--- config.mk ---
export PLATFORM = sky130hd
export DESIGN_NAME = rafc_config
export DESIGN_NICKNAME = d
export VERILOG_FILES = /design/src/pkg/rafc_pkg.sv /design/src/verilog/rafc_config.sv
export VERILOG_INCLUDE_DIRS = /design/src /design/src/pkg
export SDC_FILE = /design/constraint.sdc
export NUM_CORES = 1
export LEC_CHECK = 0
export BUFFER_PORTS_ARGS = -buffer_cell sky130_fd_sc_hd__buf_2
export CAP_MARGIN = 20
export CORE_MARGIN = 2
export CORE_UTILIZATION = 40
export CTS_BUF_LIST = sky130_fd_sc_hd__clkbuf_8
export CTS_CLUSTER_SIZE = 14
export DETAILED_ROUTE_END_ITERATION = 8
export GPL_TIMING_DRIVEN = 0
export PLACE_DENSITY_LB_ADDON = 0.2
export SLEW_MARGIN = 30
export SYNTH_ARGS = -nofsm -noshare
export SYNTH_HDL_FRONTEND = slang
export SYNTH_SLANG_ARGS = --single-unit
export TNS_END_PERCENT = 30
--- constraint.sdc ---
create_clock -name ref_clk -period 3.6 [get_ports ref_clk]
set_clock_uncertainty 0.2 [all_clocks]
set_input_delay 0.18 -clock ref_clk [delete_from_list [all_inputs] [get_ports ref_clk]]
set_output_delay 0.18 -clock ref_clk [all_outputs]
set_load 0.05 [all_outputs]
--- src/pkg/rafc_defines.svh ---
// Register indices, field positions, reset values and counts of the bank.
`ifndef RAFC_DEFINES_SVH
`define RAFC_DEFINES_SVH

// Register indices; the byte address of each is four times its index.
`define RAFC_IDX_ED_LEVEL     8'h46
`define RAFC_IDX_DS_LIMIT     8'h48
`define RAFC_IDX_TONE_LIMIT   8'h4A
`define RAFC_IDX_SNR_FIRST    8'h4C
`define RAFC_IDX_SNR_SECOND   8'h4E
`define RAFC_IDX_DC_LIMIT     8'h50
`define RAFC_IDX_PRE_LEAD     8'h52
`define RAFC_IDX_PRE_LAG      8'h54
`define RAFC_IDX_PAY_LEAD     8'h56
`define RAFC_IDX_PAY_LAG      8'h58
`define RAFC_IDX_FA_TARGET    8'h5A
`define RAFC_IDX_TIMELINE     8'h5C
`define RAFC_IDX_ACQ_LIMITS   8'h5E
`define RAFC_IDX_LONG_SEED    8'h60
`define RAFC_IDX_SHORT_SEED   8'h62
`define RAFC_IDX_FIRST        `RAFC_IDX_ED_LEVEL
`define RAFC_IDX_LAST         `RAFC_IDX_SHORT_SEED
`define RAFC_SLOT(idx)        (((idx) - `RAFC_IDX_FIRST) >> 1)
`define RAFC_NUM_REGS         15

// Reset value of every stored register.
`define RAFC_RESET_VALUE      8'h00

// Field positions.
`define RAFC_BIT_ED_ABSOLUTE  7
`define RAFC_BIT_FORCE_DEF    6
`define RAFC_BIT_FORCE_CALC   5
`define RAFC_BIT_SHORT_ONLY   7
`define RAFC_BIT_DIV_STRENGTH 6
`define RAFC_BIT_FAR_DISABLE  7
`define RAFC_BIT_ED_QUALIFY   6
`define RAFC_BIT_VIEW_PRIMARY 7

// Bus answers.
`define RAFC_RESP_OKAY        2'b00
`define RAFC_RESP_SLVERR      2'b10

// False alarm control: target is N shifted by five per 2^16 trials.
`define RAFC_FAR_SHIFT        5
`define RAFC_FAR_WINDOW       16'hFFFF
`define RAFC_SQ_MAX           6'h3F

`endif

--- src/pkg/rafc_pkg.sv ---
// Types shared by the acquisition configuration bank.
package rafc_pkg;
    `include "rafc_defines.svh"

    typedef logic [`RAFC_NUM_REGS-1:0][7:0] rafc_bank_type;

    typedef struct packed {
        logic [5:0] preLead;
        logic [5:0] preLag;
        logic [5:0] payLead;
        logic [5:0] payLag;
    } rafc_coef_type;

    typedef struct packed {
        logic        awReady;
        logic        wReady;
        logic        awGot;
        logic        wGot;
        logic [11:0] awAddr;
        logic [7:0]  wData;
        logic        wLow;
        logic        bValid;
        logic [1:0]  bResp;
        logic        arReady;
        logic        rValid;
        logic [1:0]  rResp;
        logic [7:0]  rData;
    } rafc_bus_type;

    typedef struct packed {
        rafc_bus_type  bus;
        rafc_bank_type regs;
        rafc_bank_type applied;
        logic [15:0]   farTrials;
        logic [16:0]   farAlarms;
        logic [5:0]    farThr;
        logic          edOut;
        logic          defOut;
        logic          dcOut;
        logic          acqOut;
        logic [5:0]    sq1Out;
        logic [6:0]    seedOut;
        rafc_coef_type coefOut;
    } rafc_state_type;
endpackage

--- src/verilog/rafc_config.sv ---
// Acquisition and matched-filter configuration bank with AXI4-Lite access.
//
// Decided for this implementation: register access over AXI4-Lite.
`timescale 1ns/1ps
`include "rafc_defines.svh"

// How it works
// - Energy mode bit set: absolute level; clear: level above noise estimate.
// - Energy indication rises while strength exceeds the 7-bit level.
// - Default weights when tone present and strength below tone limit.
// - No tone: default weights below first SNR limit, or on low spread below the second limit.
// - Force-default bit always selects the default weights.
// - Tone strength limit is a 5-bit decibel field.
// - First SNR limit is the low 4-bit nibble.
// - Second SNR limit is a 5-bit decibel field.
// - DC offset work enabled when strength exceeds limit plus noise.
// - Four 6-bit loop coefficients for preamble and payload.
// - Rate logic adjusts first quality limit unless disabled.
// - First quality limit is 6 bits and seeds the adjustment.
// - Second quality limit is 6 bits for the verify cycle.
// - Qualifier bit adds energy indication to quality for detection.
// - Timeline disable bit treats every preamble as short.
// - Diversity metric uses channel factors, or strength when set.
// - Two 7-bit seeds; a configuration input picks one.
// - View bit selects primary read-only view when set.
// - Unused bits are stored and read back without effect.
// - Delay spread limit (low 5 bits) is compared with the delay spread input.
module rafc_config
    import rafc_pkg::*;
(
    input  wire logic        ref_clk,
    input  wire logic        rst_n,
    input  wire logic [11:0] awaddr,
    input  wire logic        awvalid,
    output logic             awready,
    input  wire logic [31:0] wdata,
    input  wire logic [3:0]  wstrb,
    input  wire logic        wvalid,
    output logic             wready,
    output logic [1:0]       bresp,
    output logic             bvalid,
    input  wire logic        bready,
    input  wire logic [11:0] araddr,
    input  wire logic        arvalid,
    output logic             arready,
    output logic [31:0]      rdata,
    output logic [1:0]       rresp,
    output logic             rvalid,
    input  wire logic        rready,
    input  wire logic        acqStart,
    input  wire logic [7:0]  receivedStrength,
    input  wire logic [7:0]  noiseLevelEstimate,
    input  wire logic        carrierToneDetected,
    input  wire logic [4:0]  delaySpread,
    input  wire logic [5:0]  signalQualityMeasure,
    input  wire logic        qualityTrial,
    input  wire logic        falseAlarm,
    input  wire logic        seedSelectConfig,
    output logic             energyOverLevel,
    output logic             useDefaultWeights,
    output logic             dcOffsetEnable,
    output logic             acqDetect,
    output logic [5:0]       signalQualityOneLimit,
    output logic [5:0]       signalQualityTwoLimit,
    output logic             shortPreambleOnly,
    output logic             diversityByStrength,
    output logic [6:0]       scramblerSeed,
    output logic             viewPrimary,
    output rafc_coef_type    loopCoef
);

    ////////////////////////////////////////////////////////////////////////
    localparam int SL_ED   = `RAFC_SLOT(`RAFC_IDX_ED_LEVEL);
    localparam int SL_DS   = `RAFC_SLOT(`RAFC_IDX_DS_LIMIT);
    localparam int SL_TONE = `RAFC_SLOT(`RAFC_IDX_TONE_LIMIT);
    localparam int SL_SNR1 = `RAFC_SLOT(`RAFC_IDX_SNR_FIRST);
    localparam int SL_SNR2 = `RAFC_SLOT(`RAFC_IDX_SNR_SECOND);
    localparam int SL_DC   = `RAFC_SLOT(`RAFC_IDX_DC_LIMIT);
    localparam int SL_PRLD = `RAFC_SLOT(`RAFC_IDX_PRE_LEAD);
    localparam int SL_PRLG = `RAFC_SLOT(`RAFC_IDX_PRE_LAG);
    localparam int SL_PYLD = `RAFC_SLOT(`RAFC_IDX_PAY_LEAD);
    localparam int SL_PYLG = `RAFC_SLOT(`RAFC_IDX_PAY_LAG);
    localparam int SL_FAR  = `RAFC_SLOT(`RAFC_IDX_FA_TARGET);
    localparam int SL_TL   = `RAFC_SLOT(`RAFC_IDX_TIMELINE);
    localparam int SL_AL   = `RAFC_SLOT(`RAFC_IDX_ACQ_LIMITS);
    localparam int SL_LSD  = `RAFC_SLOT(`RAFC_IDX_LONG_SEED);
    localparam int SL_SSD  = `RAFC_SLOT(`RAFC_IDX_SHORT_SEED);

    rafc_state_type state_reg;
    rafc_state_type state_next;

    ////////////////////////////////////////////////////////////////////////
    // Byte address to {hit, slot}; only aligned even indices are mapped.
    function automatic logic [4:0] rafc_decode(input logic [11:0] addr);
        logic [9:0] idx;
        logic [9:0] off;
        idx = addr[11:2];
        off = idx - 10'(`RAFC_IDX_FIRST);
        if (addr[1:0] == 2'b00 && !off[0]
                && idx >= 10'(`RAFC_IDX_FIRST)
                && idx <= 10'(`RAFC_IDX_LAST)) begin
            rafc_decode = {1'b1, off[4:1]};
        end else begin
            rafc_decode = 5'h00;
        end
    endfunction

    // Threshold plus noise estimate, one bit wider so it never wraps.
    function automatic logic [8:0] rafc_add(input logic [7:0] a,
                                            input logic [7:0] b);
        rafc_add = {1'b0, a} + {1'b0, b};
    endfunction

    ////////////////////////////////////////////////////////////////////////
    logic [7:0] edCfg;
    logic [7:0] dsCfg;
    logic [7:0] toneCfg;
    logic [7:0] snr1Cfg;
    logic [7:0] snr2Cfg;
    logic [7:0] dcCfg;
    logic [7:0] farCfg;
    logic [7:0] tlCfg;
    logic [7:0] alCfg;
    logic [7:0] seedCfg;
    logic [8:0] strength;
    logic [8:0] edLimit;
    logic       edHit;
    logic       toneLow;
    logic       snr1Low;
    logic       snr2Low;
    logic       spreadLow;
    logic       autoDefault;
    logic       wantDefault;
    logic       dcHit;
    logic [5:0] sq1Use;
    logic [5:0] sq1Prog;
    logic       acqHit;
    logic [16:0] farTarget;
    logic [5:0] farThr;

    assign edCfg    = state_reg.applied[SL_ED];
    assign dsCfg    = state_reg.applied[SL_DS];
    assign toneCfg  = state_reg.applied[SL_TONE];
    assign snr1Cfg  = state_reg.applied[SL_SNR1];
    assign snr2Cfg  = state_reg.applied[SL_SNR2];
    assign dcCfg    = state_reg.applied[SL_DC];
    assign farCfg   = state_reg.applied[SL_FAR];
    assign tlCfg    = state_reg.applied[SL_TL];
    assign alCfg    = state_reg.applied[SL_AL];
    assign strength = {1'b0, receivedStrength};
    assign sq1Prog  = alCfg[5:0];
    assign farThr   = state_reg.farThr;

    assign edLimit = edCfg[`RAFC_BIT_ED_ABSOLUTE]
                   ? {2'b00, edCfg[6:0]}
                   : rafc_add({1'b0, edCfg[6:0]}, noiseLevelEstimate);
    assign edHit = strength > edLimit;

    assign toneLow = strength
                   < rafc_add({3'b000, toneCfg[4:0]}, noiseLevelEstimate);
    assign snr1Low = strength
                   < rafc_add({4'h0, snr1Cfg[3:0]}, noiseLevelEstimate);
    assign snr2Low = strength
                   < rafc_add({3'b000, snr2Cfg[4:0]}, noiseLevelEstimate);
    assign spreadLow = delaySpread < dsCfg[4:0];

    assign autoDefault = carrierToneDetected
                       ? toneLow
                       : (snr1Low || (spreadLow && snr2Low));

    assign wantDefault = toneCfg[`RAFC_BIT_FORCE_DEF] ? 1'b1
                       : toneCfg[`RAFC_BIT_FORCE_CALC] ? 1'b0
                       : autoDefault;

    assign dcHit = strength
                 > rafc_add({2'b00, dcCfg[5:0]}, noiseLevelEstimate);

    // disabled rate logic keeps the programmed limit
    assign sq1Use = alCfg[`RAFC_BIT_FAR_DISABLE] ? sq1Prog : farThr;

    assign acqHit = (signalQualityMeasure >= sq1Use)
                 && (!alCfg[`RAFC_BIT_ED_QUALIFY] || edHit);

    // N times 32 alarms per window
    assign farTarget = 17'({farCfg, 5'b00000});

    assign seedCfg = seedSelectConfig ? state_reg.applied[SL_SSD]
                                      : state_reg.applied[SL_LSD];

    ////////////////////////////////////////////////////////////////////////
    always_comb begin
        logic [4:0] wDec;
        logic [4:0] rDec;
        wDec = rafc_decode(state_reg.bus.awAddr);
        rDec = rafc_decode(araddr);
        state_next = state_reg;

        if (awvalid && state_reg.bus.awReady) begin
            state_next.bus.awGot   = 1'b1;
            state_next.bus.awReady = 1'b0;
            state_next.bus.awAddr  = awaddr;
        end
        if (wvalid && state_reg.bus.wReady) begin
            state_next.bus.wGot   = 1'b1;
            state_next.bus.wReady = 1'b0;
            state_next.bus.wData  = wdata[7:0];
            state_next.bus.wLow   = wstrb[0];
        end
        if (state_reg.bus.awGot && state_reg.bus.wGot
                && !state_reg.bus.bValid) begin
            state_next.bus.awGot  = 1'b0;
            state_next.bus.wGot   = 1'b0;
            state_next.bus.bValid = 1'b1;
            if (wDec[4]) begin
                state_next.bus.bResp = `RAFC_RESP_OKAY;
                // all eight bits stored as written
                // spread count kept with its field
                if (state_reg.bus.wLow) begin
                    state_next.regs[wDec[3:0]] = state_reg.bus.wData;
                end
            end else begin
                state_next.bus.bResp = `RAFC_RESP_SLVERR;
            end
        end
        if (state_reg.bus.bValid && bready) begin
            state_next.bus.bValid  = 1'b0;
            state_next.bus.awReady = 1'b1;
            state_next.bus.wReady  = 1'b1;
        end

        if (arvalid && state_reg.bus.arReady) begin
            state_next.bus.arReady = 1'b0;
            state_next.bus.rValid  = 1'b1;
            if (rDec[4]) begin
                state_next.bus.rResp = `RAFC_RESP_OKAY;
                state_next.bus.rData = state_reg.regs[rDec[3:0]];
            end else begin
                state_next.bus.rResp = `RAFC_RESP_SLVERR;
                state_next.bus.rData = 8'h00;
            end
        end
        if (state_reg.bus.rValid && rready) begin
            state_next.bus.rValid  = 1'b0;
            state_next.bus.arReady = 1'b1;
        end

        if (acqStart) begin
            state_next.applied = state_reg.regs;
        end

        if (alCfg[`RAFC_BIT_FAR_DISABLE]) begin
            state_next.farThr    = sq1Prog;
            state_next.farTrials = 16'h0000;
            state_next.farAlarms = 17'h0_0000;
        end else if (qualityTrial) begin
            state_next.farTrials = state_reg.farTrials + 16'h0001;
            if (falseAlarm) begin
                state_next.farAlarms = state_reg.farAlarms + 17'h0_0001;
            end
            if (state_reg.farTrials == `RAFC_FAR_WINDOW) begin
                state_next.farAlarms = 17'h0_0000;
                if (state_reg.farAlarms > farTarget
                        && farThr != `RAFC_SQ_MAX) begin
                    state_next.farThr = farThr + 6'h01;
                end else if (state_reg.farAlarms < farTarget
                        && farThr != 6'h00) begin
                    state_next.farThr = farThr - 6'h01;
                end
            end
        end

        state_next.edOut   = edHit;
        state_next.defOut  = wantDefault;
        state_next.dcOut   = dcHit;
        state_next.acqOut  = acqHit;
        state_next.sq1Out  = sq1Use;
        state_next.seedOut = seedCfg[6:0];
        state_next.coefOut.preLead = state_reg.applied[SL_PRLD][5:0];
        state_next.coefOut.preLag  = state_reg.applied[SL_PRLG][5:0];
        state_next.coefOut.payLead = state_reg.applied[SL_PYLD][5:0];
        state_next.coefOut.payLag  = state_reg.applied[SL_PYLG][5:0];
    end

    always_ff @(posedge ref_clk or negedge rst_n) begin
        if (!rst_n) begin
            state_reg             <= '0;
            state_reg.regs        <= {`RAFC_NUM_REGS{`RAFC_RESET_VALUE}};
            state_reg.applied     <= {`RAFC_NUM_REGS{`RAFC_RESET_VALUE}};
            state_reg.bus.awReady <= 1'b1;
            state_reg.bus.wReady  <= 1'b1;
            state_reg.bus.arReady <= 1'b1;
        end else begin
            state_reg <= state_next;
        end
    end

    ////////////////////////////////////////////////////////////////////////
    assign awready               = state_reg.bus.awReady;
    assign wready                = state_reg.bus.wReady;
    assign bvalid                = state_reg.bus.bValid;
    assign bresp                 = state_reg.bus.bResp;
    assign arready               = state_reg.bus.arReady;
    assign rvalid                = state_reg.bus.rValid;
    assign rresp                 = state_reg.bus.rResp;
    assign rdata                 = {24'h00_0000, state_reg.bus.rData};
    assign energyOverLevel       = state_reg.edOut;
    assign useDefaultWeights     = state_reg.defOut;
    assign dcOffsetEnable        = state_reg.dcOut;
    assign acqDetect             = state_reg.acqOut;
    assign signalQualityOneLimit = state_reg.sq1Out;
    assign signalQualityTwoLimit = tlCfg[5:0];
    assign shortPreambleOnly     = tlCfg[`RAFC_BIT_SHORT_ONLY];
    assign diversityByStrength   = tlCfg[`RAFC_BIT_DIV_STRENGTH];
    assign scramblerSeed         = state_reg.seedOut;
    assign viewPrimary = state_reg.applied[SL_SSD][`RAFC_BIT_VIEW_PRIMARY];
    assign loopCoef              = state_reg.coefOut;
endmodule

# ---- After elaboration in Yosys (flattened, before gate mapping)
# Index checks and enable logic that the tools add are counted.
dict set report totals {
  regBits 338
  word_cells 156
}
dict set report op_classes {
  n_addsub 11
  magnitude_cmp 16
  eq_ne 2
  n_mux 31
  reduce_logical 40
}
# op count
set op_table {}
lappend op_table {{120-bit bitwise mux} 1}
lappend op_table {{39-bit 2-to-1 mux} 2}
lappend op_table {{8-bit binary-select mux with 4-bit select} 1}
lappend op_table {{8-bit demux with 4-bit select} 1}
lappend op_table {{8-bit by 9-bit < comparator with 1-bit output} 3}
lappend op_table {{23-bit 2-to-1 mux} 1}
lappend op_table {{10-bit by 7-bit greater-or-equal comparator with 1-bit output, second input constant} 2}
lappend op_table {{10-bit by 7-bit less-or-equal comparator with 1-bit output, second input constant} 2}
lappend op_table {{5-bit by 8-bit adder with 9-bit output} 2}
lappend op_table {{8-bit by 9-bit greater-than comparator with 1-bit output} 2}
lappend op_table {{1-bit logical AND} 18}
lappend op_table {{6-bit 2-to-1 mux} 3}
lappend op_table {{17-bit by 1-bit adder with 17-bit output, second input constant} 1}
lappend op_table {{17-bit by 13-bit greater-than comparator with 1-bit output} 1}
lappend op_table {{17-bit by 13-bit < comparator with 1-bit output} 1}
lappend op_table {{17-bit 2-to-1 mux} 1}
lappend op_table {{16-bit by 1-bit adder with 16-bit output, second input constant} 1}
lappend op_table {{16-bit == test, second input constant} 1}
lappend op_table {{8-bit 2-to-1 mux} 2}
lappend op_table {{2-bit nonzero test} 8}
lappend op_table {{12-bit 2-to-1 mux} 1}
lappend op_table {{4-bit by 5-bit < comparator with 1-bit output, second input constant} 2}
lappend op_table {{10-bit 2-to-1 mux} 1}
lappend op_table {{5-bit 2-to-1 mux} 2}
lappend op_table {{22 further kinds} 40}

# ---- Longest topological paths before layout
# Gate-level depths: netlist (run 1).
dict set report depth {
  depth_word 11
  depth_mapped 15
  ltp_nobuf 15
}

# ---- Worst setup path before layout (run 1)
# No wires, ideal clock.
dict set report synth_path {
  kind {reg2reg}
  startpoint {reg state_reg[53] in the netlist's numbering}
  endpoint {reg state_reg (netlist bit farThr[5])}
  setup_time_ns 0.125
  t_arrival_ns 2.956
  required_time_ns 3.275
  slack_ns 0.319
  path_stages_with_launch 14
  synth_period_minus_slack_ns 3.281
  cell_sequence {dfrtp_1 -> ha_1 -> nor2b_1 -> o211ai_1 -> a21oi_1 -> o41ai_2 -> ha_1 -> a21oi_1 -> nand2_1 -> mux2i_1 -> nand3_1 -> xnor2_1 -> o21ai_0 -> mux2_2}
}
dict set report synth_between {
  elab_chain_cells 6
  elab_cells_between_ends 10
  cone_classes {order compare (2); mux (4); reduce/logical (4)}
}
# element line
set synth_lines {}
lappend synth_lines {{start: declaration} rafc_config.sv:89} ;# rafc_state_type state_reg;
lappend synth_lines {{start signal: assignment} rafc_config.sv:293} ;# state_reg <= state_next;
lappend synth_lines {{17-bit by 13-bit greater-than comparator with 1-bit output} rafc_config.sv:262} ;# if (state_reg.farAlarms > farTarget
lappend synth_lines {{1-bit logical AND (no source line)} n/a}
lappend synth_lines {{6-bit 2-to-1 mux} rafc_config.sv:262}
lappend synth_lines {{23-bit 2-to-1 mux} rafc_config.sv:260} ;# if (state_reg.farTrials == `RAFC_FAR_WINDOW) begin
lappend synth_lines {{39-bit 2-to-1 mux} rafc_config.sv:255} ;# end else if (qualityTrial) begin
lappend synth_lines {{39-bit 2-to-1 mux} rafc_config.sv:251} ;# if (alCfg[`RAFC_BIT_FAR_DISABLE]) begin
# Several ways; a longest one is shown, not always the timed one. The select of a mux whose other input is x is not followed.
# A chain may end at the register's enable or synchronous reset.

# ---- Worst setup path in the final report (run 1)
dict set report layout_path {
  startpoint {reg state_reg (netlist bit edCfg[0])}
  endpoint {reg state_reg (netlist bit acqDetect)}
}
dict set report layout_between {
  elab_chain_cells 5
}
# element line
set layout_lines {}
lappend layout_lines {{7-bit by 8-bit adder with 9-bit output} rafc_config.sv:111} ;# rafc_add = {1'b0, a} + {1'b0, b};
lappend layout_lines {{9-bit 2-to-1 mux (*)} rafc_config.sv:154} ;# assign edLimit = edCfg[`RAFC_BIT_ED_ABSOLUTE]
lappend layout_lines {{8-bit by 9-bit greater-than comparator with 1-bit output (*)} rafc_config.sv:157} ;# assign edHit = strength > edLimit;
lappend layout_lines {{named net edHit} rafc_config.sv:127} ;# logic edHit;
lappend layout_lines {{1-bit logical OR (*)} rafc_config.sv:182} ;# && (!alCfg[`RAFC_BIT_ED_QUALIFY] || edHit);
lappend layout_lines {{1-bit logical AND (*)} rafc_config.sv:181} ;# assign acqHit = (signalQualityMeasure >= sq1Use)
lappend layout_lines {{named net acqHit} rafc_config.sv:137} ;# logic acqHit;
# Mark *: on every way through the listed nets, which the timed path passes. The rest lies on a longest branch.

==> results of run 1 <==
path summary, 6_finish.rpt:
path / end / slack [ns] / cells after the start
max: acqDetect / 0.19 / 15
min: acqDetect / 0.04 / 6
max reg2reg: acqDetect / 0.19 / 15
min reg2reg: loopCoef[11] / 0.17 / 0
max in group asynchronous: arready / 1.86 / 5
min in group asynchronous: awready / 0.49 / 3
tightest hold or removal path, delay by kind of cell:
family	cells	cell delay (ns)
compound gates	3	0.35
fa+ha+maj	1	0.13
simple gates	1	0.11
buf+inv	1	0.08
layer usage:
layer  part of all wire  track usage  up-vias
met3              0.046      0.04177       90
met2               0.47       0.3370      285
met1               0.46       0.2848     6193
li1                   -            -     5829
met5                  0            0        -
met4              0.031      0.07427        0
logic make-up after synthesis:
logic type,count (synthesis),share of synthesized area
buffers and inverters,188,0.05853
multiplexers,275,0.1756
AND/OR/NAND/NOR,300,0.08693
adder cells (fa/ha/maj),100,0.07431
XOR/XNOR,64,0.03213
other,1,0.0002150
flip-flops,336,0.4822
AO/OA/AOI/OAI,241,0.09009
final cells by class:
type / instances / area (sq um)
fill: 3923 / 22130
sequential: 336 / 8412
multi-input combinational: 1006 / 8128
timing repair buffer: 196 / 1381
clock buffer: 76 / 1046
buffer: 136 / 827.0
tap: 585 / 732.0
clock inverter: 35 / 222.7
inverter: 52 / 195.2
power by group through the flow:
stage / Combinational, W / Clock [W] / Sequential (W)
finish: 0.00185 / 0.00370 / 0.00435
global placement: 0.00171 / 0 / 0.00441
floorplan: 0.00112 / 0 / 0.00436
CTS: 0.00183 / 0.00380 / 0.00435
detailed placement: 0.00176 / 0 / 0.00441
global route: 0.00204 / 0.00397 / 0.00439
through the flow:
step	power, W	instances	worst slack (ns)
after floorplan	0.005481	1530	0.3193
after global placement	0.006111	2248	-4.552
after detailed placement	0.006169	2252	-0.1337
after CTS	0.009973	2417	0.02121
after global routing	0.01040	2422	-0.04214
final	0.009901	2422	0.1900
Yosys cell counts, types with 10 or more instances:
| cell type | n |
|---|---|
| o21a_1 | 16 |
| nor2b_1 | 15 |
| nand2_1 | 97 |
| nor3_1 | 19 |
| buf_4 | 81 |
| xnor2_1 | 26 |
| mux2_2 | 246 |
| nand4_1 | 15 |
| dfrtp_1 | 333 |
| nor2_1 | 73 |
| nand3_1 | 23 |
| xor2_1 | 38 |
| a21oi_1 | 67 |
| mux2i_1 | 27 |
| o21ai_0 | 53 |
| inv_1 | 52 |
| clkbuf_1 | 47 |
| a21o_1 | 19 |
| nand2b_1 | 10 |
| ha_1 | 94 |
timing repair:
| item | CTS | global route |
|---|---|---|
| endpoints found under the setup margin | 2 | 4 |
| setup buffers | 0 | 5 |
| hold endpoints to repair | 263 | 0 |
| resized for setup | 1 | 1 |
| hold buffers | 54 | 0 |
| pin swaps | 0 | 3 |
==> out/metrics.yaml, run 1 <==
status: "finished clean"
max-vdd-ir-drop_mv: 0.6032
die-area_sq_um: 45300
slew_headroom: 0.3290
track_usage: 0.2105
clockRootBuffer: "clkbuf_8"
combPwrFrac: 0.187
path_delay_family: "compound AO/OA/AOI/OAI gates"
path_buf_inv: 1
start_kind: "register"
synthCells: 1505
tightest_slew_ns: 1.006
die_h_um: 212.8
p_per_area_nw_per_um2: 472.7
finalMaxSlewViolations: 0
cts_buffers: 59
crit_chain: "ha_1 -> fa_1 -> a21o_1 -> a21oi_1 -> nor2b_1 -> o21a_1 -> nor2_1 -> xnor2_1 -> mux2i_1 -> ha_1 -> o21a_1 -> o31ai_1 -> a211oi_2 -> buf_4 -> o22a_1"
p_leak_nw: 10.53
slowest_delay_ns: 0.41
gp_congestion: 0.9545
worstPathArrival_ns: 3.74
syn_to_final_growth_pct: 20.06
grt_pass1_vias: 12640
ys_seq_elements: 336
drt_wl_total_mm: 46.65
hold_viol: 0
synth_top_cell_area_share: 0.4777
gr-total-overflow: 0
clock.fmax_mhz: 293.3
pwr-share-clk: 0.373
remaining_drc_errors: 0
largest_reg_flops: 190
final_common_cell: "dfrtp_1"
ys_types: 72
synth_top_flop_cell: "dfrtp_1"
rsz0062_at_grt: "yes"
worstSetupEndpointType: "register"
post-route-util: 0.4862
syn-cell-area_sq_um: 17440
layout.cells.most_common_list: "333 x dfrtp_1, 246 x mux2_2, 135 x buf_2"
grt_first_pass_wirelength_mm: 72.18
antenna_found_initial: 0
fp.dieW_um: 212.8
hold_class: "in2reg"
switching_share: 0.3166
drtIter0Drc: 662
crit_start: "edCfg[0]"
vias: 12400
clockBufferDepth: 3
htree_levels: 2
ys_warn_count: 0
final_area_sq_um: 20940
path_max_fanout: 3
routedWlPerCell_um: 19.26
hp-start: "signalQualityMeasure[3]"
start_util: 0.4050
seqPwrFrac: 0.439
ant_nets: 0
fin_crit_ns: 3.410
avgViaCountPerCell: 5.118
cts.sinks: 336
yosys.area.top_type: "dfrtp_1"
p_switching_w: 0.003135
place_hpwl_mm: 33.68
cts_tree: "yes"
finalCritPeriodShare: 0.9472
p_int_w: 0.006766
drive_above_1_share: 0.3217
yosysSeqAreaShare: 0.4822
r2r_start: "edCfg[0]"
cap_viol_max_count: 0
ios: 190
insertion_delay_ns: 0.66
critPathKind: "reg2reg"
first_pass_iters: 5
cp.required_ns: 3.93
clkTransAtPathRegs_ns: 0.06
hold_slack_ns: 0.03772
synth_area_leaders: "dfrtp_1 48%, mux2_2 16%, ha_1 6.7%"
dpl_cell_area_sq_um: 19060
async_flop_share: 1.000
num_antenna_cells: 0
synth_enable_flop_cells: 0
fin_nets: 1986
coreArea_sq_um: 43080
tns_ns: 0
portBuffers: 133
grt_max_degree: 81
syn_area_per_cell_sq_um: 11.59
num_rows: 76
setup_violations: 0
crit_slowest_cell: "dfrtp_1"
Power figures use the tool's default switching activity.
==> run 2: changes to the inputs <==
Settings changed: GPL_TIMING_DRIVEN 0 to unset.
==> run 2 against run 1 <==
Effect of this change: utilization shrank 1.4 points; first-iteration DRC count grew 1.4%; sequential share of layout area up 1.2 points; non-clock buffer count fell by 114; cell count fell by 4.7%; critical endpoint is now dcOffsetEnable; largest power group unchanged; highest routed layer unchanged.
==> out/metrics.yaml, run 2 (same netlist as run 1, synthesis figures left out) <==
num_antenna_cells: 0
largest_reg_flops: 190
fin_nets: 1873
p_per_area_nw_per_um2: 484.2
portBuffers: 136
track_usage: 0.1996
regArea_sq_um: 8412
antenna_found_initial: 0
worstSetupEndpointType: "register"
crit_slowest_cell: "dlygate4sd3_1"
wl_met1_mm: 20.58
clock.fmax_mhz: 293.8
crit_chain: "ha_1 -> fa_1 -> a21o_1 -> a21oi_2 -> xnor2_1 -> ha_1 -> nand4_1 -> nor2_1 -> nor2_1 -> a21boi_0 -> o21ai_0 -> a211oi_1 -> dlygate4sd3_1"
status: "finished clean"
p_leak_nw: 10.13
die-area_sq_um: 45300
cap_viol_max_count: 0
met2WireLength_mm: 20.40
cts_buffers: 60
path_max_fanout: 2
start_util: 0.4050
cp.required_ns: 3.99
r2r_slack_ns: 0.20
grt_max_degree: 90
gr-total-overflow: 0
fp.dieW_um: 212.8
routedWlPerCell_um: 19.04
min_path_cells: 6
max-vdd-ir-drop_mv: 0.4630
syn_to_final_growth_pct: 16.56
slowest_delay_ns: 0.58
place_hpwl_mm: 30.62
clockRootBuffer: "clkbuf_8"
cts.sinks: 336
drive_above_1_share: 0.3093
highest_layer: "met4"
final_area_sq_um: 20330
drt_wl_total_mm: 43.95
hp-start: "signalQualityMeasure[3]"
grt_pass1_vias: 12210
first_pass_iters: 5
tightest_slew_ns: 0.9201
start_kind: "register"
critPathKind: "reg2reg"
post-route-util: 0.4720
clockBufferDepth: 3
remaining_drc_errors: 0
finalMaxSlewViolations: 0
hold_viol: 0
rr_worst_depth: 13
path_buf_inv: 1
multiInputGateArea_sq_um: 8157
hold_end: "acqDetect"
final_common_cell: "dfrtp_1"
clkTransAtPathRegs_ns: 0.07
coreArea_sq_um: 43080
ios: 190
insertion_delay_ns: 0.66
gp_congestion: 0.8829
num_rows: 76
ant_nets: 0
setup_violations: 0
vias: 12010
final_cells: 2308
met3_wirelength_mm: 2.039
die_h_um: 212.8
grt_first_pass_wirelength_mm: 69.72
r2r_start: "dcCfg[0]"
slew_headroom: 0.3866
dpl.cell_count: 2140
r2r-end: "dcOffsetEnable"
hold_class: "in2reg"
drtIter0Drc: 671
htree_levels: 2
hold_slack_ns: 0.05363
fin_crit_ns: 3.404
worstPathArrival_ns: 3.79
p_total_w: 0.009845
finalCritPeriodShare: 0.9455
fillers: 3968
layout.cells.most_common_list: "333 x dfrtp_1, 246 x mux2_2, 134 x buf_2"
avgViaCountPerCell: 5.205
dpl_cell_area_sq_um: 18410
cts_tree: "yes"
rsz0062_at_grt: "no"
path_delay_family: "adder cells"
[run 2: changes by cell type in the layout (fill, tap and decap cells not counted), moves of 4 or more]
cell,change
buf_4,-65
inv_1,-5
buf_16,-5
buf_12,+5
dlygate4sd3_1,+4
clkbuf_1,-46
buf_1,-4
clkbuf_8,+9
[run 2: report_power, final]
part	internal, W	switching, W
clock	0.00216	0.00162
combinational	0.000612	0.000883
sequential	0.00403	0.000531
[run 2: tightest hold or removal path, cell delays in order]
cell	delay (ns)
buf_2	0.08
ha_1	0.13
a21o_1	0.08
a21oi_1	0.12
nor2b_1	0.12
o22a_1	0.14
[run 2: timing repair]
item / CTS / global route
endpoints found under the hold margin: 322 / 0
hold buffers: 57 / 0
gates resized for setup: 1 / 5
endpoints found under the setup margin: 1 / 3
setup buffers: 0 / 0
pin swaps: 0 / 4
[run 2: area by class of cell]
class	count	area share
Clock inverter	26	0.007569
Clock buffer	85	0.05753
Sequential cell	336	0.4137
Timing Repair Buffer	218	0.07446
Multi-Input combinational cell	1006	0.4011
Inverter	52	0.009599
Tap cell	585	0.03600
[run 2: worst max-delay path by stage]
stage,from,to,slack [ns],depth (start not counted)
2_1_floorplan,state_reg[53],farThr[5],0.32,13
3_3_place_gp,state_reg[53],farThr[5],0.001,13
3_5_place_dp,state_reg[53],farThr[5],-0.04,13
4_1_cts,state_reg[53],farThr[5],0.13,13
5_1_grt,state_reg[47],farThr[5],0.003,14
6_report,dcCfg[0],dcOffsetEnable,0.20,13
[run 2: per-stage QoR]
stage	TNS [ns]	setup WS [ns]
floorplan	0	0.3193
global placement	0	0.001315
detailed placement	-0.04441	-0.04441
CTS	0	0.1303
global route	0	0.003296
finish	0	0.1961
[run 2: layer usage]
| layer | vias to the layer above | track usage |
|---|---|---|
| li1 | 5613 | - |
| met1 | 6037 | 0.2791 |
| met2 | 295 | 0.3161 |
| met3 | 68 | 0.03589 |
| met4 | 0 | 0.06028 |
| met5 | - | 0 |
